==> src/verilog/acs_map.vh <==
// register offsets, field positions, reset values and timing counts of the conversion sequencer
// assumes inclusion by bare name from the design files
`ifndef ACS_MAP_VH
`define ACS_MAP_VH
`define ACS_ADDR_W         3
`define ACS_OFF_RESH       3'h0
`define ACS_OFF_RESL       3'h1
`define ACS_OFF_CTL0       3'h2
`define ACS_OFF_CTL1       3'h3
`define ACS_OFF_WDT        3'h4
`define ACS_OFF_CCP        3'h5
`define ACS_OFF_STAT       3'h6
`define ACS_CTL0_EN        0
`define ACS_CTL0_GO        1
`define ACS_CTL1_CAL       6
`define ACS_CTL1_FMT       7
`define ACS_WDT_SHR        4
`define ACS_CTL0_RST       8'h00
`define ACS_CTL1_RST       8'h00
`define ACS_ANALOG_PIN_CONFIG_LOW_RST     8'h00
`define ACS_ANALOG_PIN_CONFIG_HIGH_RST     8'h00
`define ACS_ANALOG_PIN_CONFIG_LOW_MASK    8'h9F
`define ACS_ANALOG_PIN_CONFIG_HIGH_MASK    8'hFC
`define ACS_CCP_TRIG_MODE  4'hB
`define ACS_CONV_TAD       4'hB
`define ACS_ACQ4_TAD       4'h4
`define ACS_WAIT_TAD       4'h2
`define ACS_INSTR_CYC      3'h4
`define ACS_RC_HALF        6'h14
`endif

==> src/verilog/acs_clkdiv.v <==
// conversion clock tick generator: one core_clk pulse per conversion clock period
// assumes core_clk is the oscillator and the rc tick comes from a free counter here
`include "acs_map.vh"
module acs_clkdiv (
    input  wire       core_clk,
    input  wire       resetn,
    input  wire [2:0] sel,
    input  wire       run,
    output reg        tick
);
    reg  [6:0] cnt_reg;
    reg  [6:0] limit;
    always @* begin
        // binary code order: 000=2,100=4,001=8,101=16,010=32,110=64 oscillator periods
        case (sel)
            3'h0:    limit = 7'h01;
            3'h4:    limit = 7'h03;
            3'h1:    limit = 7'h07;
            3'h5:    limit = 7'h0F;
            3'h2:    limit = 7'h1F;
            3'h6:    limit = 7'h3F;
            // rc stand-in counts core_clk, so it cannot model the slower clock that sleep would allow
            default: limit = {1'b0, `ACS_RC_HALF} + {1'b0, `ACS_RC_HALF} - 7'h01;
        endcase
    end
    always @(posedge core_clk or negedge resetn) begin
        if (!resetn) begin
            cnt_reg <= 7'h00;
            tick    <= 1'b0;
        end else if (!run) begin
            cnt_reg <= 7'h00;
            tick    <= 1'b0;
        end else if (cnt_reg >= limit) begin
            cnt_reg <= 7'h00;
            tick    <= 1'b1;
        end else begin
            cnt_reg <= cnt_reg + 7'h01;
            tick    <= 1'b0;
        end
    end
endmodule

==> src/verilog/acs_sequencer.v <==
// conversion sequencer top: register file, acquisition/convert/wait state machine, calibration
// assumes a single-cycle register port master on core_clk and an analog front end that
// presents a 10-bit raw code on conv_raw whenever conv_active ends
`include "acs_map.vh"
module acs_sequencer (
    input  wire        core_clk,
    input  wire        resetn,
    input  wire [2:0]  reg_addr,
    input  wire [7:0]  reg_wdata,
    input  wire        reg_wr,
    input  wire        reg_rd,
    output reg  [7:0]  reg_rdata,
    input  wire        special_trigger,
    input  wire [7:0]  port_pins_low,
    input  wire [7:0]  port_pins_high,
    output wire [15:0] port_read_value,
    input  wire [9:0]  conv_raw,
    output wire        conv_sampling,
    output wire        conv_active,
    output wire        conv_dummy,
    output wire [3:0]  channel_select,
    output wire        timer_reset,
    output reg         converter_irq_flag
);
    localparam ST_IDLE = 3'h0;
    localparam ST_INST = 3'h1;
    localparam ST_ACQ  = 3'h2;
    localparam ST_CONV = 3'h3;
    localparam ST_WAIT = 3'h4;

    reg  [7:0] ctl0_reg;
    reg  [7:0] ctl1_reg;
    reg  [7:0] anc0_reg;
    reg  [7:0] anc1_reg;
    reg  [7:0] wdt_reg;
    reg  [7:0] ccp_reg;
    reg  [7:0] resh_reg;
    reg  [7:0] resl_reg;
    reg  [9:0] offset_reg;
    reg        cal_run_reg;
    reg  [2:0] state_reg;
    reg  [3:0] tad_cnt_reg;
    reg  [2:0] inst_cnt_reg;
    reg  [3:0] acq_len;
    reg  [15:0] pin_s1_reg;
    reg  [15:0] pin_s2_reg;
    reg        trig_s1_reg;
    reg        trig_s2_reg;
    reg        trig_d_reg;

    wire       tick;
    wire       shr        = wdt_reg[`ACS_WDT_SHR];
    wire       enabled    = ctl0_reg[`ACS_CTL0_EN];
    wire       go         = ctl0_reg[`ACS_CTL0_GO];
    wire [2:0] acq_sel    = ctl1_reg[5:3];
    wire       fmt        = ctl1_reg[`ACS_CTL1_FMT];
    wire       trig_edge  = trig_s2_reg & ~trig_d_reg;
    wire       trig_start = trig_edge & (ccp_reg[3:0] == `ACS_CCP_TRIG_MODE) & enabled;
    wire       wr_ctl0    = reg_wr & (reg_addr == `ACS_OFF_CTL0) & ~shr;
    wire       wr_ctl1    = reg_wr & (reg_addr == `ACS_OFF_CTL1) & ~shr;
    wire       sw_go_set  = wr_ctl0 & reg_wdata[`ACS_CTL0_GO] & ~go & enabled;
    wire       sw_abort   = wr_ctl0 & ~reg_wdata[`ACS_CTL0_GO] & go;
    wire       busy       = (state_reg == ST_INST) | (state_reg == ST_ACQ) | (state_reg == ST_CONV);
    // an abort or disable in the last tick wins, so a cut conversion never loads the result
    wire       done       = (state_reg == ST_CONV) & tick & enabled & ~sw_abort &
                            (tad_cnt_reg == `ACS_CONV_TAD - 4'h1);
    wire [9:0] corrected  = (conv_raw > offset_reg) ? (conv_raw - offset_reg) : 10'h000;
    wire [15:0] analog_mask = {anc1_reg & `ACS_ANALOG_PIN_CONFIG_HIGH_MASK, anc0_reg & `ACS_ANALOG_PIN_CONFIG_LOW_MASK};

    acs_clkdiv u_clkdiv (
        .core_clk (core_clk),
        .resetn   (resetn),
        .sel      (ctl1_reg[2:0]),
        .run      (enabled),
        .tick     (tick)
    );

    // pins and the trigger come from other domains; the second stage is read, plus a third trigger stage for the edge
    always @(posedge core_clk or negedge resetn) begin
        if (!resetn) begin
            pin_s1_reg  <= 16'h0000;
            pin_s2_reg  <= 16'h0000;
            trig_s1_reg <= 1'b0;
            trig_s2_reg <= 1'b0;
            trig_d_reg  <= 1'b0;
        end else begin
            pin_s1_reg  <= {port_pins_high, port_pins_low};
            pin_s2_reg  <= pin_s1_reg;
            trig_s1_reg <= special_trigger;
            trig_s2_reg <= trig_s1_reg;
            trig_d_reg  <= trig_s2_reg;
        end
    end

    // a cleared config bit means analog, and an analog pin reads low whatever its level
    assign port_read_value = pin_s2_reg & analog_mask;
    assign timer_reset     = trig_edge & (ccp_reg[3:0] == `ACS_CCP_TRIG_MODE);
    assign channel_select  = ctl0_reg[5:2];
    // sampling runs whenever enabled and not converting or waiting; channel never gates it
    assign conv_sampling   = enabled & (state_reg != ST_CONV) & (state_reg != ST_WAIT);
    assign conv_active     = (state_reg == ST_CONV);
    assign conv_dummy      = (state_reg == ST_CONV) & cal_run_reg;

    always @* begin
        case (acq_sel)
            3'h1:    acq_len = 4'h2;
            3'h2:    acq_len = `ACS_ACQ4_TAD;
            3'h3:    acq_len = 4'h6;
            3'h4:    acq_len = 4'h8;
            3'h5:    acq_len = 4'hC;
            3'h6:    acq_len = 4'hF;
            3'h7:    acq_len = 4'hF;
            default: acq_len = 4'h0;
        endcase
    end

    always @(posedge core_clk or negedge resetn) begin
        if (!resetn) begin
            state_reg    <= ST_IDLE;
            tad_cnt_reg  <= 4'h0;
            inst_cnt_reg <= 3'h0;
            cal_run_reg  <= 1'b0;
            offset_reg   <= 10'h000;
        end else begin
            case (state_reg)
                ST_IDLE: begin
                    // a start set during the wait is held in the flag and taken once idle
                    if ((go & enabled) | sw_go_set | trig_start) begin
                        tad_cnt_reg  <= 4'h0;
                        inst_cnt_reg <= 3'h0;
                        cal_run_reg  <= ctl1_reg[`ACS_CTL1_CAL];
                        if (acq_sel == 3'h0)
                            state_reg <= ST_INST;
                        else
                            state_reg <= ST_ACQ;
                    end
                end
                ST_INST: begin
                    if (sw_abort | ~enabled) begin
                        state_reg <= ST_IDLE;
                    end else if (inst_cnt_reg == `ACS_INSTR_CYC - 3'h1) begin
                        state_reg <= ST_CONV;
                    end else begin
                        inst_cnt_reg <= inst_cnt_reg + 3'h1;
                    end
                end
                ST_ACQ: begin
                    if (sw_abort | ~enabled) begin
                        state_reg   <= ST_WAIT;
                        tad_cnt_reg <= 4'h0;
                    end else if (tick) begin
                        if (tad_cnt_reg == acq_len - 4'h1) begin
                            state_reg   <= ST_CONV;
                            tad_cnt_reg <= 4'h0;
                        end else begin
                            tad_cnt_reg <= tad_cnt_reg + 4'h1;
                        end
                    end
                end
                ST_CONV: begin
                    if (sw_abort | ~enabled) begin
                        state_reg   <= ST_WAIT;
                        tad_cnt_reg <= 4'h0;
                    end else if (tick) begin
                        if (done) begin
                            state_reg   <= ST_WAIT;
                            tad_cnt_reg <= 4'h0;
                            if (cal_run_reg)
                                offset_reg <= conv_raw;
                        end else begin
                            tad_cnt_reg <= tad_cnt_reg + 4'h1;
                        end
                    end
                end
                ST_WAIT: begin
                    if (~enabled) begin
                        state_reg <= ST_IDLE;
                    end else if (tick) begin
                        if (tad_cnt_reg == `ACS_WAIT_TAD - 4'h1)
                            state_reg <= ST_IDLE;
                        else
                            tad_cnt_reg <= tad_cnt_reg + 4'h1;
                    end
                end
                default: state_reg <= ST_IDLE;
            endcase
        end
    end

    // register file; a hardware set of the irq flag wins over a software clear
    always @(posedge core_clk or negedge resetn) begin
        if (!resetn) begin
            ctl0_reg           <= `ACS_CTL0_RST;
            ctl1_reg           <= `ACS_CTL1_RST;
            anc0_reg           <= `ACS_ANALOG_PIN_CONFIG_LOW_RST;
            anc1_reg           <= `ACS_ANALOG_PIN_CONFIG_HIGH_RST;
            wdt_reg            <= 8'h00;
            ccp_reg            <= 8'h00;
            converter_irq_flag <= 1'b0;
        end else begin
            if (wr_ctl0)
                ctl0_reg <= {reg_wdata[7:2], reg_wdata[`ACS_CTL0_GO] & (enabled | go), reg_wdata[0]};
            if (wr_ctl1)
                ctl1_reg <= reg_wdata;
            if (reg_wr & (reg_addr == `ACS_OFF_CTL0) & shr)
                anc0_reg <= reg_wdata & `ACS_ANALOG_PIN_CONFIG_LOW_MASK;
            if (reg_wr & (reg_addr == `ACS_OFF_CTL1) & shr)
                anc1_reg <= reg_wdata & `ACS_ANALOG_PIN_CONFIG_HIGH_MASK;
            if (reg_wr & (reg_addr == `ACS_OFF_WDT))
                wdt_reg <= reg_wdata;
            if (reg_wr & (reg_addr == `ACS_OFF_CCP))
                ccp_reg <= reg_wdata;
            if (trig_start)
                ctl0_reg[`ACS_CTL0_GO] <= 1'b1;
            if (done | ~enabled & ~wr_ctl0)
                ctl0_reg[`ACS_CTL0_GO] <= 1'b0;
            if (reg_wr & (reg_addr == `ACS_OFF_STAT))
                converter_irq_flag <= reg_wdata[0];
            if (done)
                converter_irq_flag <= 1'b1;
        end
    end

    // result pair has no reset: it is untouched by any reset and by aborted conversions
    always @(posedge core_clk) begin
        if (done) begin
            if (fmt) begin
                resh_reg <= {6'h00, corrected[9:8]};
                resl_reg <= corrected[7:0];
            end else begin
                resh_reg <= corrected[9:2];
                resl_reg <= {corrected[1:0], 6'h00};
            end
        end else begin
            if (reg_wr & (reg_addr == `ACS_OFF_RESH))
                resh_reg <= reg_wdata;
            if (reg_wr & (reg_addr == `ACS_OFF_RESL))
                resl_reg <= reg_wdata;
        end
    end

    always @(posedge core_clk or negedge resetn) begin
        if (!resetn) begin
            reg_rdata <= 8'h00;
        end else if (reg_rd) begin
            case (reg_addr)
                `ACS_OFF_RESH: reg_rdata <= resh_reg;
                `ACS_OFF_RESL: reg_rdata <= resl_reg;
                `ACS_OFF_CTL0: reg_rdata <= shr ? anc0_reg : {ctl0_reg[7:2], go | busy, ctl0_reg[0]};
                `ACS_OFF_CTL1: reg_rdata <= shr ? anc1_reg : ctl1_reg;
                `ACS_OFF_WDT:  reg_rdata <= wdt_reg;
                `ACS_OFF_CCP:  reg_rdata <= ccp_reg;
                `ACS_OFF_STAT: reg_rdata <= {5'h00, state_reg == ST_CONV, cal_run_reg, converter_irq_flag};
                default:       reg_rdata <= 8'h00;
            endcase
        end else begin
            reg_rdata <= 8'h00;
        end
    end
endmodule
==> config.mk <==
export PLATFORM = sky130hd
export DESIGN_NAME = acs_sequencer
export DESIGN_NICKNAME = d
export VERILOG_FILES = /design/src/verilog/acs_clkdiv.v /design/src/verilog/acs_sequencer.v
export VERILOG_INCLUDE_DIRS = /design/src /design/src/verilog
export SDC_FILE = /design/constraint.sdc
export NUM_CORES = 1
export LEC_CHECK = 0
export BUFFER_PORTS_ARGS = -buffer_cell sky130_fd_sc_hd__buf_2
export CAP_MARGIN = 10
export CORE_MARGIN = 2
export CORE_UTILIZATION = 25
export DETAILED_ROUTE_END_ITERATION = 7
export SYNTH_ARGS = -nofsm -noshare
export SYNTH_HDL_FRONTEND = slang
export SYNTH_SLANG_ARGS = --single-unit
==> constraint.sdc <==
create_clock -name core_clk -period 2.4 [get_ports core_clk]
set_clock_uncertainty 0.15 [all_clocks]
set_input_delay 0.24 -clock core_clk [delete_from_list [all_inputs] [get_ports core_clk]]
set_output_delay 0.24 -clock core_clk [all_outputs]
set_load 0.01 [all_outputs]
; After elaboration in Yosys (flattened, before gate mapping)
; Index checks and enable logic that the tools add are counted.
[classes]
addsub = 5
n_reduce_logical = 16
bitwise = 46
n_mux = 51
eq_ne = 42
n_lt_le_gt_ge = 2
[op_table]
columns = cell, count
row1 = $mux W8, 9
row2 = $pmux W8 S7, 1
row3 = $mux W3, 15
row4 = $mux W4, 10
row5 = $pmux W6 S6, 1
row6 = $eq A3 B3 Y1 const B, 11
row7 = $and A1 B1 Y1, 29
row8 = $eq A3 B2 Y1 const B, 8
row9 = $pmux W4 S6, 1
row10 = $and A16 B16 Y16, 1
row11 = $pmux W4 S4, 1
row12 = $ne A3 B1 Y1 const B, 5
row13 = $pmux W3 S5, 1
row14 = $mux W7, 2
row15 = $eq A3 B1 Y1 const B, 4
row16 = $logic_not A3 Y1, 4
row17 = $gt A10 B10 Y1, 1
row18 = $mux W10, 1
row19 = $ne A2 B2 Y1 const B, 5
row20 = $sub A10 B10 Y10, 1
row21 = $eq A4 B4 Y1 const B, 2
row22 = $not A1 Y1, 8
row23 = $or A1 B1 Y1, 8
row24 = $reduce_and A8 Y1, 1
row25 = 21 further kinds, 32
[word_totals]
word_cells = 185
register_bits = 133
input_bits = 42

; Longest topological paths before layout
[logic_depth]
depth_word = 12
depth_mapped = 11
mapped_depth_nobuf = 11

; Hierarchy
; Synthesis repeated with hierarchy kept, for this count alone.
[hier_totals]
cells_unflattened = 579
area_unflattened_um2 = 6434.9
[by_module_without_submodules]
columns = module, seq_area_each_um2, area_per_inst_um2, cells_each, n_inst
row1 = acs_sequencer, 3007.9, 5866.9, 524, 1
row2 = acs_clkdiv, 200.2, 568.0, 55, 1

; Worst setup path after synthesis
; No wires, ideal clock.
[synth_path]
kind = flip-flop to flip-flop
start = reg ctl1_reg[0]
end = reg u_clkdiv.cnt_reg[2]
setup_slack_ps = -73
arrival_ps = 2252
setup_ps = 72
n_path_buf = 1
stages_incl_launch_ff = 12
cell_sequence = dfrtp_1 inv_1 ha_1 a211oi_1 ha_1 a21o_1 a21o_1 a21oi_1 o21ai_0 or2_2 clkbuf_1 nor2_1
[synth_via]
elab_chain_len = 5
elab_cells_between_ends = 10
classes_between = order compare: 1 / eq/ne: 5 / mux: 3 / reduce/logical: 1
[synth_rtl]
columns = element, line_no
row1 = from (decl), acs_sequencer.v:32  ; reg [7:0] ctl1_reg;
row2 = from (signal assigned), acs_sequencer.v:194  ; ctl1_reg <= `ACS_CTL1_RST;
row3 = from (signal assigned), acs_sequencer.v:204  ; ctl1_reg <= reg_wdata;
row4 = $eq A3 B3 Y1 (tied with other cells), acs_clkdiv.v:15  ; case (sel)
row5 = $pmux W6 S6 (*), acs_clkdiv.v:15
row6 = $ge A7 B6 Y1 (*), acs_clkdiv.v:33  ; end else if (cnt_reg >= limit) begin
row7 = $mux W7 (*), acs_clkdiv.v:33
row8 = $mux W7 (*), acs_clkdiv.v:30  ; end else if (!run) begin
row9 = to (signal assigned), acs_clkdiv.v:37  ; cnt_reg <= cnt_reg + 7'h01;
row10 = to (decl), acs_clkdiv.v:11  ; reg [6:0] cnt_reg;
; Mark *: on every way between the ends. The rest lies on a longest branch, timed or not.
; A chain may end at the register's enable or synchronous reset.

; Worst setup path in the final report
[layout_path]
start = in conv_raw[2]
end = reg resh_reg[0] (data pin)
[layout_via]
elab_chain_len = 4
elab_cells_between_ends = 5
classes_between = add/sub: 1 / order compare: 1 / mux: 3
[layout_rtl]
columns = element, line_no
row1 = from (decl), acs_sequencer.v:17  ; input wire [9:0] conv_raw,
row2 = $sub A10 B10 Y10 or $gt A10 B10 Y1 (tied branches), acs_sequencer.v:67  ; wire [9:0] corrected = (conv_raw > offset_reg) ? (conv_raw - offset_reg) : 10'h000;
row3 = $mux W10 (*), acs_sequencer.v:67
row4 = $mux W8 (*), acs_sequencer.v:227  ; if (fmt) begin
row5 = $mux W8 (*), acs_sequencer.v:226  ; if (done) begin
row6 = to (signal assigned), acs_sequencer.v:228  ; resh_reg <= {6'h00, corrected[9:8]};
row7 = to (signal assigned), acs_sequencer.v:231  ; resh_reg <= corrected[9:2];
row8 = to (signal assigned), acs_sequencer.v:236  ; resh_reg <= reg_wdata;
row9 = to (decl), acs_sequencer.v:37  ; reg [7:0] resh_reg;
; Marks and branches as above.

==> summary.md <==
| Metric | Value |
|---|---|
| Syn_area_per_cell | `approximately 11 um2` |
| Worst Path Arrival | `roughly 2.4 ns` |
| Relative slew margins | `0.6461` |
| Commonest non-fill, non-tap cells in the layout | `dfrtp_1 (109), buf_2 (65), mux2_2 (53), nand2_1 (44), buf_4 (44)` |
| Syn Inst Count | `577` |
| Total power | `7.528 mW` |
| Clock transition at path regs | `0.06 ns` |
| # rows | `58` |
| Latest clock arrival within the worst-skew pair | `between 0.4 and 0.5 ns` |
| Hpwl dp | `11,920 um` |
| Ports | `75` |
| Met3 Resource Use GR | `0.03030` |
| #FFs+latches synth | `about 130` |
| Number of global-route vias before repair | `between 4,000 and 5,000` |
| Worst path depth | `11` |
| Setup crit start | `conv_raw[2]` |
| Global placer's final weighted congestion | `0.7983` |
| Clock buffer depth | `2` |
| # setup viols final | `0` |
| Main synth FF type | `dfrtp_1` |
| Worst EP required | `around 2.4 ns` |
| Most common cell after layout, fill and taps aside | `dfrtp_1` |
| Initial DRC Count | `327` |
| Reg2reg end | `resh_reg[0]` |
| Wirelength, routed | `around 16,000 um` |
| Setup crit end kind | `flop` |
| Asr flop ratio synth | `0.8720` |
| CP Class | `in2reg` |
| Global-route wire length before repair | `26,410 um` |
| Largest net degree at the start of global routing | `47` |
| Pre-Repair DR Iteration Count | `4` |
| Seq/Total Area, Yosys | `0.5026` |
| Peak VDD IR | `494.1 uV` |
| Status | `finished clean` |
| Total track usage | `0.1281` |
| Worst r2r src | `offset_reg[0]` |
| Met2 Use GR | `0.2189` |
| CTS buffer count | `17` |
| Area of the multi-input gates | `3002 um2` |
| Global route hottest layer | `met2` |
| Static leakage | `approximately 3.7 nW` |
| CTS Root Cell | `clkbuf_16` |
| Ys Warns | `0` |
| Remaining antenna violation count | `0` |
| Post-Synthesis Cell Area | `6382 um2` |
| Number of flops mapped to enable cells by yosys | `16` |
| Cell family with most CP delay | `buffers and inverters` |
| Die X | `~160 um` |
| P&R area growth vs syn | `30.72%` |
| Crit path buf inv count | `4` |
| Filler cells | `2,596` |
| Initial antenna violation count | `1` |
| H-Tree Depth | `4` |
| Met1 Use GR | `0.1610` |
| Biggest cell delay along the critical path | `0.53 ns` |
| Fin crit share | `0.9848` |
| CP Launch Type | `input port` |
| Reg2Reg Setup Slack | `0.05 ns` |
| CTS Sinks | `125` |
| Top cell by count, worst path | `buf_4` |
| Wirelength per Cell | `15.59 um` |
| Die area | `about 27,000 um2` |
| Worst-case reg-to-reg path depth | `10` |
| Worst-Margin Slew | `0.5293 ns` |
| Initial Util | `0.2542` |
| Layout cells sized above 1 | `0.3315` |
| Setup Fix Bufs, Post-CTS | `0` |
| DRC | `0` |
| Antenna fix cells | `0` |
| Synth cell types | `roughly 70` |
| Crit path to | `resh_reg[0]` |
| CTS tree | `done` |
| Power per Cell Area | `902.3 nW/um2` |
| Setup TNS Final | `0 ns` |
| Core Box Area | `25,110 um2` |
| RSZ-0062 raised after global routing | `true` |
| Vias per cell | `4.710` |
| Worst hold-check path type | `in2reg` |
| Maximum Capacitance Violations | `0` |
| Total grt overflow | `0` |
| Slowest-stage cell, CP | `dlygate4sd3_1` |
| Port bufs | `66` |
| Fmax achieved | `0.4231 GHz` |
| Layout Nets | `a little under 800` |
| Die height | `163.8 um` |
| Tmin final | `2.364 ns` |
| Slew Viols, Final | `0` |
| Via count | `4,922` |
| Hold violation total from the final report | `0` |
| Crit-path cells | `dlygate4sd3_1 -> buf_2 -> ha_1 -> buf_4 -> nand3_2 -> a21oi_2 -> nor3_2 -> buf_4 -> xnor2_1 -> mux2_2 -> o21ai_0` |
| Worst-path fanout max | `4` |
| Register area | `roughly 3200 um2` |
[cells by family (layout without fill, tap and decap cells)]
group,Yosys count,after routing,share of synthesized area
fa+ha+maj,28,28,0.05607
other cells,1,4,0.0005876
mux,63,63,0.1198
xor+xnor,12,12,0.01647
buf+inv,63,198,0.04607
compound gates,125,125,0.1288
simple gates,160,160,0.1296
flops,125,125,0.5026
[worst reg2reg max path, delay by kind of cell, from the launching register on]
family,cells,cell delay (ns)
AO/OA/AOI/OAI,2,0.12
flip-flops,1,0.35
AND/OR/NAND/NOR,2,0.38
XOR/XNOR,1,0.15
multiplexers,1,0.20
adder cells (fa/ha/maj),2,0.53
buffers and inverters,2,0.23
[synthesized netlist by cell type (3+ instances only)]
master	instances	share of area
ha_1	27	0.053
dfrtp_1	109	0.43
a21o_1	6	0.0071
mux2i_1	4	0.0063
nand4_1	4	0.0039
a221o_1	3	0.0047
inv_1	30	0.018
edfxtp_1	16	0.075
o22ai_1	3	0.0029
xnor2_1	10	0.014
clkbuf_1	13	0.0076
and2_1	14	0.014
and3_1	6	0.0059
nand2_1	45	0.026
nor2b_1	5	0.0049
mux2_2	53	0.094
nor3b_1	4	0.0047
o21ai_0	40	0.031
nor2_1	31	0.018
a221oi_1	4	0.0055
nand2b_1	5	0.0049
a211oi_1	4	0.0047
a21oi_1	27	0.021
nor3_1	13	0.010
mux4_2	5	0.018
nand3_1	16	0.013
a22oi_1	4	0.0047
o211ai_1	3	0.0035
buf_2	10	0.0078
buf_4	8	0.0094
[metal layers]
layer / routed length [um] / vias up
li1: - / 2330
met1: 7057 / 2470
met2: 8369 / 104
met3: 638 / 16
met4: 215 / 2
met5: 11 / -
[through the flow]
stage / setup WS (ns) / cell area, um2 / utilization / hold slack (ns) / std cells
3_3_place_gp: -0.1198 / 7345 / 0.2925 / 0.09941 / 988
3_5_place_dp: -0.2148 / 7345 / 0.2925 / 0.09973 / 988
4_1_cts: 0.005834 / 8268 / 0.3293 / 0.002709 / 1045
5_1_grt: -0.08993 / 8343 / 0.3323 / 0.001700 / 1045
6_report: 0.03644 / 8343 / 0.3323 / 0.01786 / 1045
2_1_floorplan: 0.02207 / 6421 / - / -0.2056 / 580
[worst min-delay path by stage]
stage            startpoint            end  cells past startpoint
3_3_place_gp         resetn  offset_reg[6]                      1
3_5_place_dp         resetn  offset_reg[6]                      1
4_1_cts        reg_wdata[0]    ctl0_reg[0]                      3
2_1_floorplan        resetn    anc0_reg[0]                      0
6_report       reg_wdata[0]    ctl0_reg[0]                      3
5_1_grt        reg_wdata[0]    ctl0_reg[0]                      3
[power by group]
part           switching [mW]  internal (mW)  leakage (nW)
Clock                    1.01           1.82         0.320
Sequential              0.304           2.50          1.51
Combinational           0.966          0.923          1.85
Total                    2.28           5.25          3.67
[final cells by class]
class                   instances  share of cell area
clock inverters                13             0.02415
well taps                     330             0.04949
multi-input cells             392              0.3598
inverters                      30             0.01350
repair buffers                137              0.1146
flip-flops and latches        125              0.3845
clock buffers                  18             0.05399
[repair_timing]
item                                    CTS  global route
endpoints found under the hold margin    57             0
cloned                                    0             0
hold buffers                             26             0
pin swaps                                 1            11
gates resized for setup                   6            23
endpoints found under the setup margin   23            23
No activity file was read; power rests on OpenSTA's default activity.
